==> src/l2ctl_pkg.sv <==
// Purpose: Constants and types shared by the L2 mode and coherence control.
// Assumes: Classic Wishbone slave with 32-bit data and byte addresses.
// Notes: 128-byte lines; 4 ways; sizes in KB.
// Contract
// Global reset selects all-RAM, no cache.
// Local reset keeps size, invalidates, stalls requestors.
// First-level caches follow the same resets.
// Cache limit is min(power-of-two fit, 256K).
// Codes 0..4 give 0K..256K; 5..7 mean 256K.
// Software empties RAM range before growing cache.
// Config read stalls until size change completes.
// Size write flushes enabled cache, then switches.
// Size change leaves first-level caches untouched.
// Frozen: hits normal, misses bypass, no allocation.
// Frozen lines leave only by coherence commands.
// Freeze touches only the cache portion.
// Frozen misses are single accesses, no LRU updates.
// Global writeback: data cache and L2, lines valid.
// Global writeback-invalidate flushes and invalidates all three.
// Global invalidate drops everything in all three.
// Command bit set by software, cleared on completion.
// Coherence works frozen; freeze state kept.
// Software writes base, then word count.
// Block commands act like globals within range.
// One operation at a time; register writes stall.
// Nonzero count starts; reads nonzero until done.
package l2ctl_pkg;
   localparam int ADR_W = 8;
   // ------------------------------------------------------------
   // Register offsets
   // ------------------------------------------------------------
   localparam logic [7:0] CFG_OFF = 8'h00;
   localparam logic [7:0] GCMD_OFF = 8'h04;
   localparam logic [7:0] BLK_OFF = 8'h10;
   localparam logic [7:0] STAT_OFF = 8'h28;
   localparam int GCMD_STEP = 4;
   localparam int BLK_STEP = 8;
   localparam int BLK_CNT_OFS = 4;
   // ------------------------------------------------------------
   // Fields and reset values
   // ------------------------------------------------------------
   localparam int CFG_SIZE_LSB = 0;
   localparam int CFG_FREEZE_BIT = 3;
   localparam int CMD_BIT = 0;
   localparam int STAT_BUSY_BIT = 0;
   localparam int STAT_SIZE_LSB = 4;
   localparam logic [2:0] SIZE_NONE = 3'h0;
   localparam logic [2:0] SIZE_256K = 3'h4;
   localparam logic [2:0] SIZE_RST = SIZE_NONE;
   localparam logic FREEZE_RST = 1'b0;
   // ------------------------------------------------------------
   // Geometry
   // ------------------------------------------------------------
   localparam int LINE_OFS = 7;
   localparam int WORD_SHIFT = 2;
   localparam int LINE_W = 32 - LINE_OFS;
   localparam int SET_W = 9;
   localparam logic [SET_W:0] SETS_32K = 10'h040;
   localparam int MIN_CACHE_KB = 32;
   localparam int MAX_CACHE_KB = 256;
   typedef enum {S_IDLE, S_INIT, S_WALK} state_type;
   typedef enum {K_INIT, K_RESIZE, K_GWB, K_GWBI, K_GINV,
                 K_BWB, K_BWBI, K_BINV} kind_type;
endpackage

==> src/size_decode.sv <==
// Purpose: Effective cache size and last set index from the size select.
// Assumes: Port 0 memory size given in KB.
// Notes: Purely combinational.
`timescale 1ns/10ps
module size_decode
   import l2ctl_pkg::*;
#(
   parameter int PORT0_KB = 256
)(
   input wire logic [2:0] sel_i,
   output logic [2:0] eff_o,
   output logic [SET_W-1:0] last_set_o,
   output logic [SET_W-1:0] max_last_o
);
   // Largest usable code for this memory
   localparam int FIT_KB = (PORT0_KB < MAX_CACHE_KB) ? PORT0_KB : MAX_CACHE_KB;
   localparam logic [2:0] MAX_CODE =
      (FIT_KB >= 256) ? 3'h4 : (FIT_KB >= 128) ? 3'h3 :
      (FIT_KB >= 64) ? 3'h2 : (FIT_KB >= 32) ? 3'h1 : 3'h0;
   if (PORT0_KB < MIN_CACHE_KB) begin : g_bad
      $error("size_decode: port 0 memory too small for any cache");
   end
   wire [2:0] clamp = (sel_i > SIZE_256K) ? SIZE_256K : sel_i;
   wire [SET_W:0] sets = SETS_32K << (eff_o - 3'h1);
   wire [SET_W:0] max_sets = SETS_32K << (MAX_CODE - 3'h1);
   assign eff_o = (clamp > MAX_CODE) ? MAX_CODE : clamp;
   assign last_set_o = (eff_o == SIZE_NONE) ? '0 : SET_W'(sets - 10'h001);
   assign max_last_o = (MAX_CODE == SIZE_NONE) ? '0 : SET_W'(max_sets - 10'h001);
endmodule

==> src/line_walker.sv <==
// Purpose: Steps a line index from a first to a last value.
// Assumes: Start and step never coincide.
// Notes: Index register drives the operation line directly.
`timescale 1ns/10ps
module line_walker #(
   parameter int W = 25
)(
   input wire logic clk_i,
   input wire logic rst_i,
   input wire logic ce_i,
   input wire logic start_i,
   input wire logic step_i,
   input wire logic [W-1:0] first_i,
   input wire logic [W-1:0] last_i,
   output logic [W-1:0] cur_o,
   output logic at_last_o
);
   assign at_last_o = (cur_o == last_i);
   always_ff @(posedge clk_i) begin
      if (rst_i) begin
         cur_o <= '0;
      end else if (ce_i) begin
         if (start_i) begin
            cur_o <= first_i;
         end else if (step_i && !at_last_o) begin
            cur_o <= cur_o + W'(1);
         end
      end
   end
endmodule

==> src/l2_mode_coherence_ctrl.sv <==
// Purpose: L2 size, freeze and coherence command control.
// Assumes: Cache arrays and first-level caches obey the op stream.
// Notes: One line operation per op_valid_o/op_ready_i handshake.
`timescale 1ns/10ps
module l2_mode_coherence_ctrl
   import l2ctl_pkg::*;
#(
   parameter int PORT0_KB = 256,
   parameter int WC_W = 16,
   parameter bit L1_EN = 1'b1
)(
   input wire logic clk_i,
   input wire logic rst_i,
   input wire logic lrst_i,
   input wire logic ce_i,
   input wire logic cyc_i,
   input wire logic stb_i,
   input wire logic we_i,
   input wire logic [ADR_W-1:0] adr_i,
   input wire logic [3:0] sel_i,
   input wire logic [31:0] dat_i,
   output logic [31:0] dat_o,
   output logic ack_o,
   output logic op_valid_o,
   input wire logic op_ready_i,
   output logic op_global_o,
   output logic [LINE_W-1:0] op_line_o,
   output logic op_l2_wb_o,
   output logic op_l2_inv_o,
   output logic op_l1d_wb_o,
   output logic op_l1d_inv_o,
   output logic op_l1p_inv_o,
   output logic req_stall_o,
   output logic [2:0] size_eff_o,
   output logic [SET_W-1:0] last_set_o,
   output logic freeze_o,
   output logic alloc_en_o,
   output logic lru_upd_en_o,
   output logic miss_bypass_o
);
   if (WC_W < 1 || WC_W > 30) begin : g_bad
      $error("l2_mode_coherence_ctrl: WC_W must be 1..30");
   end

   // ------------------------------------------------------------
   // State
   // ------------------------------------------------------------
   localparam kind_type GKIND [3] = '{K_GWB, K_GWBI, K_GINV};
   localparam kind_type BKIND [3] = '{K_BWB, K_BWBI, K_BINV};
   state_type state;
   kind_type kind;
   kind_type l_kind;
   logic ack;
   logic freeze;
   logic [2:0] size_sel;
   logic [2:0] pending;
   logic [2:0] cmd;
   logic [31:0] base [3];
   logic [WC_W-1:0] cnt [3];
   logic [WC_W-1:0] cnt_new [3];
   logic [31:0] blk_end [3];
   logic [LINE_W-1:0] op_last;
   logic [31:0] rdata;
   logic [31:0] rmux;
   logic launch;
   logic [LINE_W-1:0] l_first;
   logic [LINE_W-1:0] l_last;
   logic [SET_W-1:0] max_last;
   logic [LINE_W-1:0] cur;
   logic at_last;
   logic [2:0] gcmd_hit;
   logic [2:0] base_hit;
   logic [2:0] cnt_hit;

   // ------------------------------------------------------------
   // Bus decode
   // ------------------------------------------------------------
   wire wb_req = cyc_i && stb_i;
   wire busy = (state != S_IDLE);
   wire hold = busy && (we_i || adr_i == CFG_OFF);
   wire take = wb_req && !ack && !hold;
   wire wr = take && we_i;
   wire [31:0] wmask = {{8{sel_i[3]}}, {8{sel_i[2]}}, {8{sel_i[1]}}, {8{sel_i[0]}}};
   wire cfg_wr = wr && adr_i == CFG_OFF && sel_i[0];
   wire size_new = cfg_wr && dat_i[CFG_SIZE_LSB +: 3] != size_sel;
   wire cache_on = (size_eff_o != SIZE_NONE);
   wire step = op_valid_o && op_ready_i;
   wire done = step && at_last;
   wire walker_rst = rst_i || lrst_i;

   // ------------------------------------------------------------
   // Size decode and line walker
   // ------------------------------------------------------------
   size_decode #(
      .PORT0_KB(PORT0_KB)
   ) u_size (
      .sel_i(size_sel),
      .eff_o(size_eff_o),
      .last_set_o(last_set_o),
      .max_last_o(max_last)
   );

   line_walker #(
      .W(LINE_W)
   ) u_walk (
      .clk_i(clk_i),
      .rst_i(walker_rst),
      .ce_i(ce_i),
      .start_i(launch),
      .step_i(step),
      .first_i(l_first),
      .last_i(op_last),
      .cur_o(cur),
      .at_last_o(at_last)
   );

   // ------------------------------------------------------------
   // Per-entry registers
   // ------------------------------------------------------------
   for (genvar i = 0; i < 3; i++) begin : g_ent
      localparam logic [7:0] GOFF = 8'(GCMD_OFF + GCMD_STEP * i);
      localparam logic [7:0] BOFF = 8'(BLK_OFF + BLK_STEP * i);
      localparam logic [7:0] COFF = 8'(BLK_OFF + BLK_STEP * i + BLK_CNT_OFS);
      wire [31:0] cnt_ext = {{(32 - WC_W){1'b0}}, cnt[i]};
      wire [31:0] cnt_mrg = (cnt_ext & ~wmask) | (dat_i & wmask);
      wire [31:0] base_al = {base[i][31:WORD_SHIFT], 2'b00};
      assign gcmd_hit[i] = wr && adr_i == GOFF && sel_i[0];
      assign base_hit[i] = wr && adr_i == BOFF;
      assign cnt_hit[i] = wr && adr_i == COFF;
      assign cnt_new[i] = cnt_mrg[WC_W-1:0];
      // Address of the last word in the range, lines that overlap it
      assign blk_end[i] = base_al + {{(30 - WC_W){1'b0}}, cnt_new[i], 2'b00}
                          - 32'h0000_0004;
      always_ff @(posedge clk_i) begin
         if (walker_rst) begin
            cmd[i] <= 1'b0;
            cnt[i] <= '0;
            base[i] <= 32'h0000_0000;
         end else if (ce_i) begin
            if (gcmd_hit[i] && dat_i[CMD_BIT]) begin
               cmd[i] <= 1'b1;
            end else if (done && kind == GKIND[i]) begin
               cmd[i] <= 1'b0;
            end
            if (base_hit[i]) begin
               base[i] <= (base[i] & ~wmask) | (dat_i & wmask);
            end
            if (cnt_hit[i]) begin
               cnt[i] <= cnt_new[i];
            end else if (done && kind == BKIND[i]) begin
               cnt[i] <= '0;
            end
         end
      end
   end

   // ------------------------------------------------------------
   // Operation launch
   // ------------------------------------------------------------
   always_comb begin
      launch = 1'b0;
      l_kind = K_RESIZE;
      l_first = '0;
      l_last = LINE_W'(last_set_o);
      if (size_new && cache_on) begin
         launch = 1'b1;
      end
      for (int i = 0; i < 3; i++) begin
         if (gcmd_hit[i] && dat_i[CMD_BIT]) begin
            launch = 1'b1;
            l_kind = GKIND[i];
         end
         if (cnt_hit[i] && cnt_new[i] != '0) begin
            launch = 1'b1;
            l_kind = BKIND[i];
            l_first = base[i][31:LINE_OFS];
            l_last = blk_end[i][31:LINE_OFS];
         end
      end
   end

   // ------------------------------------------------------------
   // Sequencer
   // ------------------------------------------------------------
   always_ff @(posedge clk_i) begin
      if (rst_i) begin
         state <= S_INIT;
         kind <= K_INIT;
         op_last <= LINE_W'(max_last);
         size_sel <= SIZE_RST;
         pending <= SIZE_RST;
         freeze <= FREEZE_RST;
      end else if (lrst_i) begin
         state <= S_INIT;
         kind <= K_INIT;
         op_last <= LINE_W'(max_last);
      end else if (ce_i) begin
         if (launch) begin
            state <= S_WALK;
            kind <= l_kind;
            op_last <= l_last;
         end else if (done) begin
            state <= S_IDLE;
         end
         if (done && kind == K_RESIZE) begin
            size_sel <= pending;
         end
         if (cfg_wr) begin
            freeze <= dat_i[CFG_FREEZE_BIT];
            pending <= dat_i[CFG_SIZE_LSB +: 3];
            if (!cache_on) begin
               size_sel <= dat_i[CFG_SIZE_LSB +: 3];
            end
         end
      end
   end

   // ------------------------------------------------------------
   // Operation stream
   // ------------------------------------------------------------
   wire k_block = (kind == K_BWB || kind == K_BWBI || kind == K_BINV);
   wire k_wb = (kind == K_GWB || kind == K_BWB);
   wire k_wbi = (kind == K_GWBI || kind == K_BWBI);
   wire k_inv = (kind == K_GINV || kind == K_BINV);
   assign op_valid_o = busy && ce_i;
   assign op_line_o = cur;
   assign op_global_o = !k_block;
   assign op_l2_wb_o = k_wb || k_wbi || kind == K_RESIZE;
   assign op_l2_inv_o = k_wbi || k_inv || kind == K_RESIZE || kind == K_INIT;
   assign op_l1d_wb_o = L1_EN && (k_wb || k_wbi);
   assign op_l1d_inv_o = L1_EN && (k_wbi || k_inv || kind == K_INIT);
   assign op_l1p_inv_o = L1_EN && (k_wbi || k_inv || kind == K_INIT);
   assign req_stall_o = (state == S_INIT);

   // ------------------------------------------------------------
   // Freeze controls
   // ------------------------------------------------------------
   assign freeze_o = freeze;
   assign alloc_en_o = cache_on && !freeze;
   assign lru_upd_en_o = cache_on && !freeze;
   assign miss_bypass_o = cache_on && freeze;

   // ------------------------------------------------------------
   // Read data and acknowledge
   // ------------------------------------------------------------
   always_comb begin
      rmux = 32'h0000_0000;
      if (adr_i == CFG_OFF) begin
         rmux[CFG_SIZE_LSB +: 3] = size_sel;
         rmux[CFG_FREEZE_BIT] = freeze;
      end
      if (adr_i == STAT_OFF) begin
         rmux[STAT_BUSY_BIT] = busy;
         rmux[STAT_SIZE_LSB +: 3] = size_eff_o;
      end
      for (int i = 0; i < 3; i++) begin
         if (adr_i == 8'(GCMD_OFF + GCMD_STEP * i)) begin
            rmux[CMD_BIT] = cmd[i];
         end
         if (adr_i == 8'(BLK_OFF + BLK_STEP * i)) begin
            rmux = {base[i][31:WORD_SHIFT], 2'b00};
         end
         if (adr_i == 8'(BLK_OFF + BLK_STEP * i + BLK_CNT_OFS)) begin
            rmux = {{(32 - WC_W){1'b0}}, cnt[i]};
         end
      end
   end

   always_ff @(posedge clk_i) begin
      if (rst_i) begin
         ack <= 1'b0;
         rdata <= 32'h0000_0000;
      end else if (ce_i) begin
         ack <= take;
         if (take && !we_i) begin
            rdata <= rmux;
         end
      end
   end
   assign ack_o = ack;
   assign dat_o = rdata;
endmodule

==> config.mk <==
export PLATFORM = sky130hd
export DESIGN_NAME = l2_mode_coherence_ctrl
export DESIGN_NICKNAME = d
export VERILOG_FILES = /design/src/l2ctl_pkg.sv /design/src/size_decode.sv /design/src/line_walker.sv /design/src/l2_mode_coherence_ctrl.sv
export SDC_FILE = /design/constraint.sdc
export NUM_CORES = 1
export LEC_CHECK = 0
export BUFFER_PORTS_ARGS = -buffer_cell sky130_fd_sc_hd__buf_4
export CAP_MARGIN = 20
export CORE_MARGIN = 4
export CORE_UTILIZATION = 55
export CTS_CLUSTER_SIZE = 28
export DETAILED_ROUTE_END_ITERATION = 10
export PLACE_DENSITY = 0.72
export SLEW_MARGIN = 20
export SYNTH_ARGS = -nofsm -noshare
export SYNTH_HDL_FRONTEND = slang
export SYNTH_HIERARCHICAL = 1
export SYNTH_SLANG_ARGS = --single-unit
==> constraint.sdc <==
create_clock -name clk_i -period 14.2 [get_ports clk_i]
set_input_delay 2.84 -clock clk_i [delete_from_list [all_inputs] [get_ports clk_i]]
set_output_delay 2.84 -clock clk_i [all_outputs]
set_load 0.005 [all_outputs]
== Yosys cells after proc, flatten, opt, wreduce, memory -nomap -nowiden ==
Memory sizes are Yosys's and may differ from the RTL's.
Index checks and enable logic that the tools add are counted.
Word-level totals
  bits in read-only memories: 0
  memories: 2
  register bits: 157
  memory bits (writable): 144
  bits in latches: 0
  input bits: 52
  logic and storage cells: 250
Operators by class
  multiplexer cells: 97
  reduce and logical (&&, ||, !) cells: 83
  equal/unequal tests: 20
  add/subtract/negate cells: 9
  magnitude comparators: 2
  bitwise operators: 24
  divide/modulo/power cells: 0
  multipliers: 0
  shift-type cells: 1
Memory list
  base: depth 3, width 32, rd ports 3, clocked after memory_dff 0, wr ports 3, RTL line l2_mode_coherence_ctrl.sv:58  | logic [31:0] base [3];
  cnt: depth 3, width 16, rd ports 3, clocked after memory_dff 0, wr ports 3, RTL line l2_mode_coherence_ctrl.sv:59  | logic [WC_W-1:0] cnt [3];
Operators with widths (count)
  $mux W32: 16
  $mux W25: 8
  $and A32 B32 Y32: 4
  $eq A32 B4 Y1 const B: 4
  $add A32 B18 Y32: 3
  $mux W16: 6
  $or A32 B32 Y32: 3
  $sub A32 B3 Y32 const B: 3
  $eq A32 B2 Y1 const B: 2
  $eq A32 B3 Y1 const B: 2
  $mux W1: 58
  $and A16 B16 Y16: 3
  $or A16 B16 Y16: 3
  $reduce_bool A16 Y1: 3
  $logic_and A1 B1 Y1: 41
  $eq A8 B5 Y1 const B: 4
  $logic_not A32 Y1: 1
  $not A32 Y32: 1
  $reduce_bool A32 Y1: 1
  $add A25 B1 Y25 const B: 1
  $eq A25 B25 Y1: 1
  $eq A8 B6 Y1 const B: 3
  $mux W3: 6
  $eq A8 B4 Y1 const B: 2
  20 further kinds: 57

== Logic depth before layout (Yosys ltp) ==
  word-level depth: 19
  depth in mapped cells: 18
  depth with buffers taken out: 14

== By module ==
The synthesis kept the hierarchy.
Modules (own cells, without submodules)
  l2_mode_coherence_ctrl: times used 1, seq. area each 5695.5 sq um, area an instance 16067.9 sq um, cells an instance 1863
  line_walker: times used 1, seq. area each 500.5 sq um, area an instance 1950.6 sq um, cells an instance 250
  size_decode: times used 1, seq. area each 0.0 sq um, area an instance 158.9 sq um, cells an instance 22

== Worst setup path before layout ==
No wires, ideal clock.
  kind: in2reg
  from: input port sel_i[0]
  to: register op_last[24]
  cell stages on the path: 18
  arrival time: 6.894 ns
  path slack: 7.182 ns
  cells stage by stage: buf_2 -> buf_2 -> clkbuf_1 -> clkbuf_1 -> mux2i_1 -> ha_1 -> inv_1 -> ha_1 -> a21o_1 -> a21oi_1 -> o311ai_4 -> a31oi_1 -> o221ai_1 -> a311oi_1 -> o21ai_0 -> xnor2_1 -> a221oi_1 -> a21oi_1
On the way
  longest elaborated chain between the ends: 11
RTL lines
  start: declaration: RTL line l2_mode_coherence_ctrl.sv:20  | input wire logic [3:0] sel_i,
  branches (longest 11 deep; another with $add A32 B18 Y32)
  end signal: assignment: RTL line l2_mode_coherence_ctrl.sv:189  | op_last <= LINE_W'(max_last);
  end signal: assignment: RTL line l2_mode_coherence_ctrl.sv:196  | op_last <= LINE_W'(max_last);
  end signal: assignment: RTL line l2_mode_coherence_ctrl.sv:201  | op_last <= l_last;
  end: declaration: RTL line l2_mode_coherence_ctrl.sv:62  | logic [LINE_W-1:0] op_last;
Several ways; the timed one is not identified.
A chain may end at the register's enable or synchronous reset.

== Final worst setup path ==
  from: input port sel_i[1]
  to: register u_walk.cur_o[12]
On the way
  longest elaborated chain between the ends: 12
RTL lines
  $not A32 Y32
  $and A16 B16 Y16: RTL line l2_mode_coherence_ctrl.sv:125  | wire [31:0] cnt_mrg = (cnt_ext & ~wmask) | (dat_i & wmask);
  $or A16 B16 Y16: RTL line l2_mode_coherence_ctrl.sv:125
  $reduce_bool A16 Y1: RTL line l2_mode_coherence_ctrl.sv:173  | if (cnt_hit[i] && cnt_new[i] != '0) begin
  $logic_and A1 B1 Y1: RTL line l2_mode_coherence_ctrl.sv:173
  $mux W1: RTL line l2_mode_coherence_ctrl.sv:173
  $mux W1: RTL line l2_mode_coherence_ctrl.sv:169  | if (gcmd_hit[i] && dat_i[CMD_BIT]) begin
  $mux W1: RTL line l2_mode_coherence_ctrl.sv:173
  $mux W1: RTL line l2_mode_coherence_ctrl.sv:169
  $mux W1 *: RTL line l2_mode_coherence_ctrl.sv:173
  via launch: RTL line l2_mode_coherence_ctrl.sv:65  | logic launch;
  $reduce_bool A2 Y1 (no line)
  $reduce_and A2 Y1 (no line)
  end signal: assignment: RTL line line_walker.sv:24  | cur_o <= first_i;
  end signal: assignment: RTL line line_walker.sv:26  | cur_o <= cur_o + W'(1);
  end: declaration: RTL line line_walker.sv:15  | output logic [W-1:0] cur_o,
The timed path passes the listed nets; every way through them passes the cells marked *.

==> run_results.csv <==
group,metric,value,unit
status,status,"finished clean",
logic_synthesis,syn_area,18180,µm²
routing,drc,0,
routing,wirelength,64.84,mm
floorplan,die_h,189.8,µm
placement,port_buffers,133,
global_route,grt_max_degree,92,
routing,dr.pass1.iters,11,
clocking,cts.sinks,236,
timing,clock_skew,12.17,ps
cells_and_area,multi_input_area,10580,µm²
placement,post-dp-hpwl,47.84,mm
logic_synthesis,ys_seq_elements,236,
pwr,p_leak,0.008815,µW
pwr,power,2025,µW
clocking,postCtsResizedCells,0,
routing,vias_per_cell,6.515,
timing,setup_viol,0,
clocking,htreeDepth,1,
hold_path,min_path_type,"register to register",
cells_and_area,finalNetCount,2371,
logic_synthesis,yosys.area_share.simple,17.66,%
logic_synthesis,synth_top_area_share,24.28,%
hold_path,min_path_cells,2,
logic_synthesis,avgSynthCellArea,8.514,µm²
floorplan,ios,134,
clocking,cts.path.max_buffers,3,
global_route,grt_usage,34.61,%
logic_synthesis,synth_fa_ha_area_share,8.742,%
pwr,clkPwrFrac,39.3,%
timing,fin_crit_sh,52.95,%
global_route,grt_pass1_vias,15753,
worst_setup_path,cp_data_arrival_time,7960,ps
pwr,intPower,1386,µW
routing,first_iter_violations,2406,
floorplan,die_area,36020,µm²
timing,maxSlewViolCount,0,
pwr,switching_share,31.59,%
clocking,tritoncts,"yes",
timing,fmax,0.1330,GHz
clocking,cts_hold_buf,0,
floorplan,rows,66,
placement,gp_congestion,1.009,
logic_synthesis,synth_most_common_cell,"inv_1",
logic_synthesis,ys_types,100,
cells_and_area,fill_cells,2903,
global_route,overflow,0,
clocking,clk_latency,560,ps
clocking,path_clk_slew,60,ps
timing,hold_viol_final,0,
clocking,numCtsBuffers,29,
cells_and_area,antenna_cells,0,
global_route,grt_antenna_before_repair,0,
clocking,post_cts_buffers,0,
logic_synthesis,synth_compound_area_share,22.67,%
routing,route.vias.total,17304,
logic_synthesis,synth_edf_count,147,
floorplan,die_x,189.8,µm
global_route,grt_pass1_wl,96.72,mm
timing,tns,0,ps
logic_synthesis,synthXorXnorAreaFrac,4.481,%
cells_and_area,area_delta_synth_final,11.98,%
logic_synthesis,synth_top_family_by_area,"compound AO/OA/AOI/OAI gates",
worst_setup_path,path_class,"primary input to register",
pwr,combPwrFrac,22.5,%
logic_synthesis,synth_area_leader_cell,"edfxtp_1",
cells_and_area,drive_gt1_share,12.15,%
timing,layout_min_cycle_time,7518,ps
logic_synthesis,ys_warn_count,6,
pwr,p_sw,639.7,µW
floorplan,initial_core_util,55.87,%
logic_synthesis,ys.flop_type,"edfxtp_1",
routing,ant_nets,0,
worst_setup_path,r2r_slack,9210,ps
worst_setup_path,required,14640,ps
floorplan,core_area,32540,µm²
logic_synthesis,synthTopCellsByArea,"edfxtp_1 24%, dfxtp_1 9.8%, ha_1 8.7%",
cells_and_area,regArea,6196,µm²
clocking,cts_root_buf,"clkbuf_16",
timing,rsz0062_at_grt,"false",
worst_setup_path,worst_setup_path_end_kind,"register",
routing,wl_per_cell,24.41,µm
logic_synthesis,async_reset_ff_share,0,%
logic_synthesis,syn_inst,2135,
logic_synthesis,yosys-top-cells-count,"227 x inv_1, 197 x nor2_1, 150 x o21ai_0, 147 x edfxtp_1",
worst_setup_path,crit_fanout,67,
logic_synthesis,synth.area.mux_share,3.889,%
logic_synthesis,yosysSeqAreaShare,34.09,%
pwr,powerDensity,99.50,nW/µm²
worst_setup_path,start_kind,"primary input",
cells_and_area,utilization,62.56,%
pwr,peakVddDrop,0.0001046,V
worst_setup_path,r2r_cells,11,
flow_run,maxCapViolations,0,
pwr,seqPwrFrac,38.2,%
timing,slew_headroom,24.12,%
timing,tightestPinTransition,1132,ps
[metal layers]
metal  vias to the layer above  share of wire, %  GRT usage [%]
met3                       103                15          11.34
li1                       7907                 -              -
met5                         -                 0              0
met4                         0               2.4          6.733
met2                      1099                40          47.81
met1                      8195                42          52.94
[through the flow]
step / instances / hold slack (ps) / setup WS (ps) / area, µm²
2_1_floorplan: 2143 / 426.1 / 7182 / 18210
3_3_place_gp: 2603 / 438.8 / 6390 / 19330
3_5_place_dp: 2603 / 448.7 / 6227 / 19330
4_1_cts: 2656 / 456.6 / 6814 / 20350
5_1_grt: 2656 / 476.2 / 6422 / 20350
6_report: 2656 / 451.9 / 6682 / 20350
[power groups by stage]
| stage | combinational [µW] | clock [µW] | sequential (µW) |
|---|---|---|---|
| floorplan | 306 | 0 | 777 |
| finish | 456 | 796 | 773 |
| global placement | 435 | 0 | 786 |
| global route | 494 | 829 | 774 |
| CTS | 443 | 800 | 771 |
| detailed placement | 439 | 0 | 786 |
[registers in the layout, indices dropped and copies added, names as in the netlist]
register / cells
u_walk/cur_o: 25
ack_o: 1
cnt: 48
size_sel: 3
cmd: 3
freeze_o: 1
dat_o: 32
state: 2
kind: 3
op_last: 25
base: 90
pending: 3
[kinds of logic (layout without fill, tap and decap cells)]
family          after synthesis  count (layout)
buf+inv                     363             434
flops                       236             236
simple gates                633             633
compound gates              612             612
xor+xnor                     93              93
fa+ha+maj                   127             127
other cells                   1               9
mux                          70              70
[cells in the final DEF, fill, tap and decap left out, types with 19 or more instances in the layout]
master / count
inv_1: 226
nor2_1: 195
buf_4: 154
o21ai_0: 147
edfxtp_1: 147
nand2_1: 141
a21oi_1: 141
ha_1: 127
and3_1: 98
dfxtp_1: 89
mux2i_1: 65
xnor2_1: 47
xor2_1: 46
a22oi_1: 35
a221oi_1: 33
nor3_1: 32
a222oi_1: 32
clkbuf_16: 32
a211oi_1: 30
a21o_1: 28
nand3_1: 27
o21ai_1: 20
nand4_1: 19
[worst max-delay path, stage by stage]
cell and delay, ps:
buf_4 600, mux2i_1 420, nand4_1 160, nor4b_2 370, a311oi_4 130, buf_4 340, or2_1 350, or4_4 830
inv_1 330, nand4b_1 210, o21ai_4 900, nor2_1 130, o221a_1 260
[layout make-up]
| type | count | area share (%) |
|---|---|---|
| inverter | 227 | 4.186 |
| clock buffer | 35 | 4.039 |
| sequential | 236 | 30.44 |
| clock inverter | 18 | 0.9774 |
| timing repair buffer | 154 | 5.680 |
| multi-input combinational | 1544 | 51.96 |
| tap | 442 | 2.717 |
[path summary, 6_finish.rpt]
kind | from | endpoint
max | sel_i[1] | u_walk/cur_o[12]$_SDFFE_PP0P_
min | state[0]$_SDFFE_PN1P_ | state[0]$_SDFFE_PN1P_
max reg2reg | cnt[0][3]$_SDFFCE_PP0P_ | u_walk/cur_o[12]$_SDFFE_PP0P_
min reg2reg | state[0]$_SDFFE_PN1P_ | state[0]$_SDFFE_PN1P_
No activity file was read; power rests on OpenSTA's default activity.
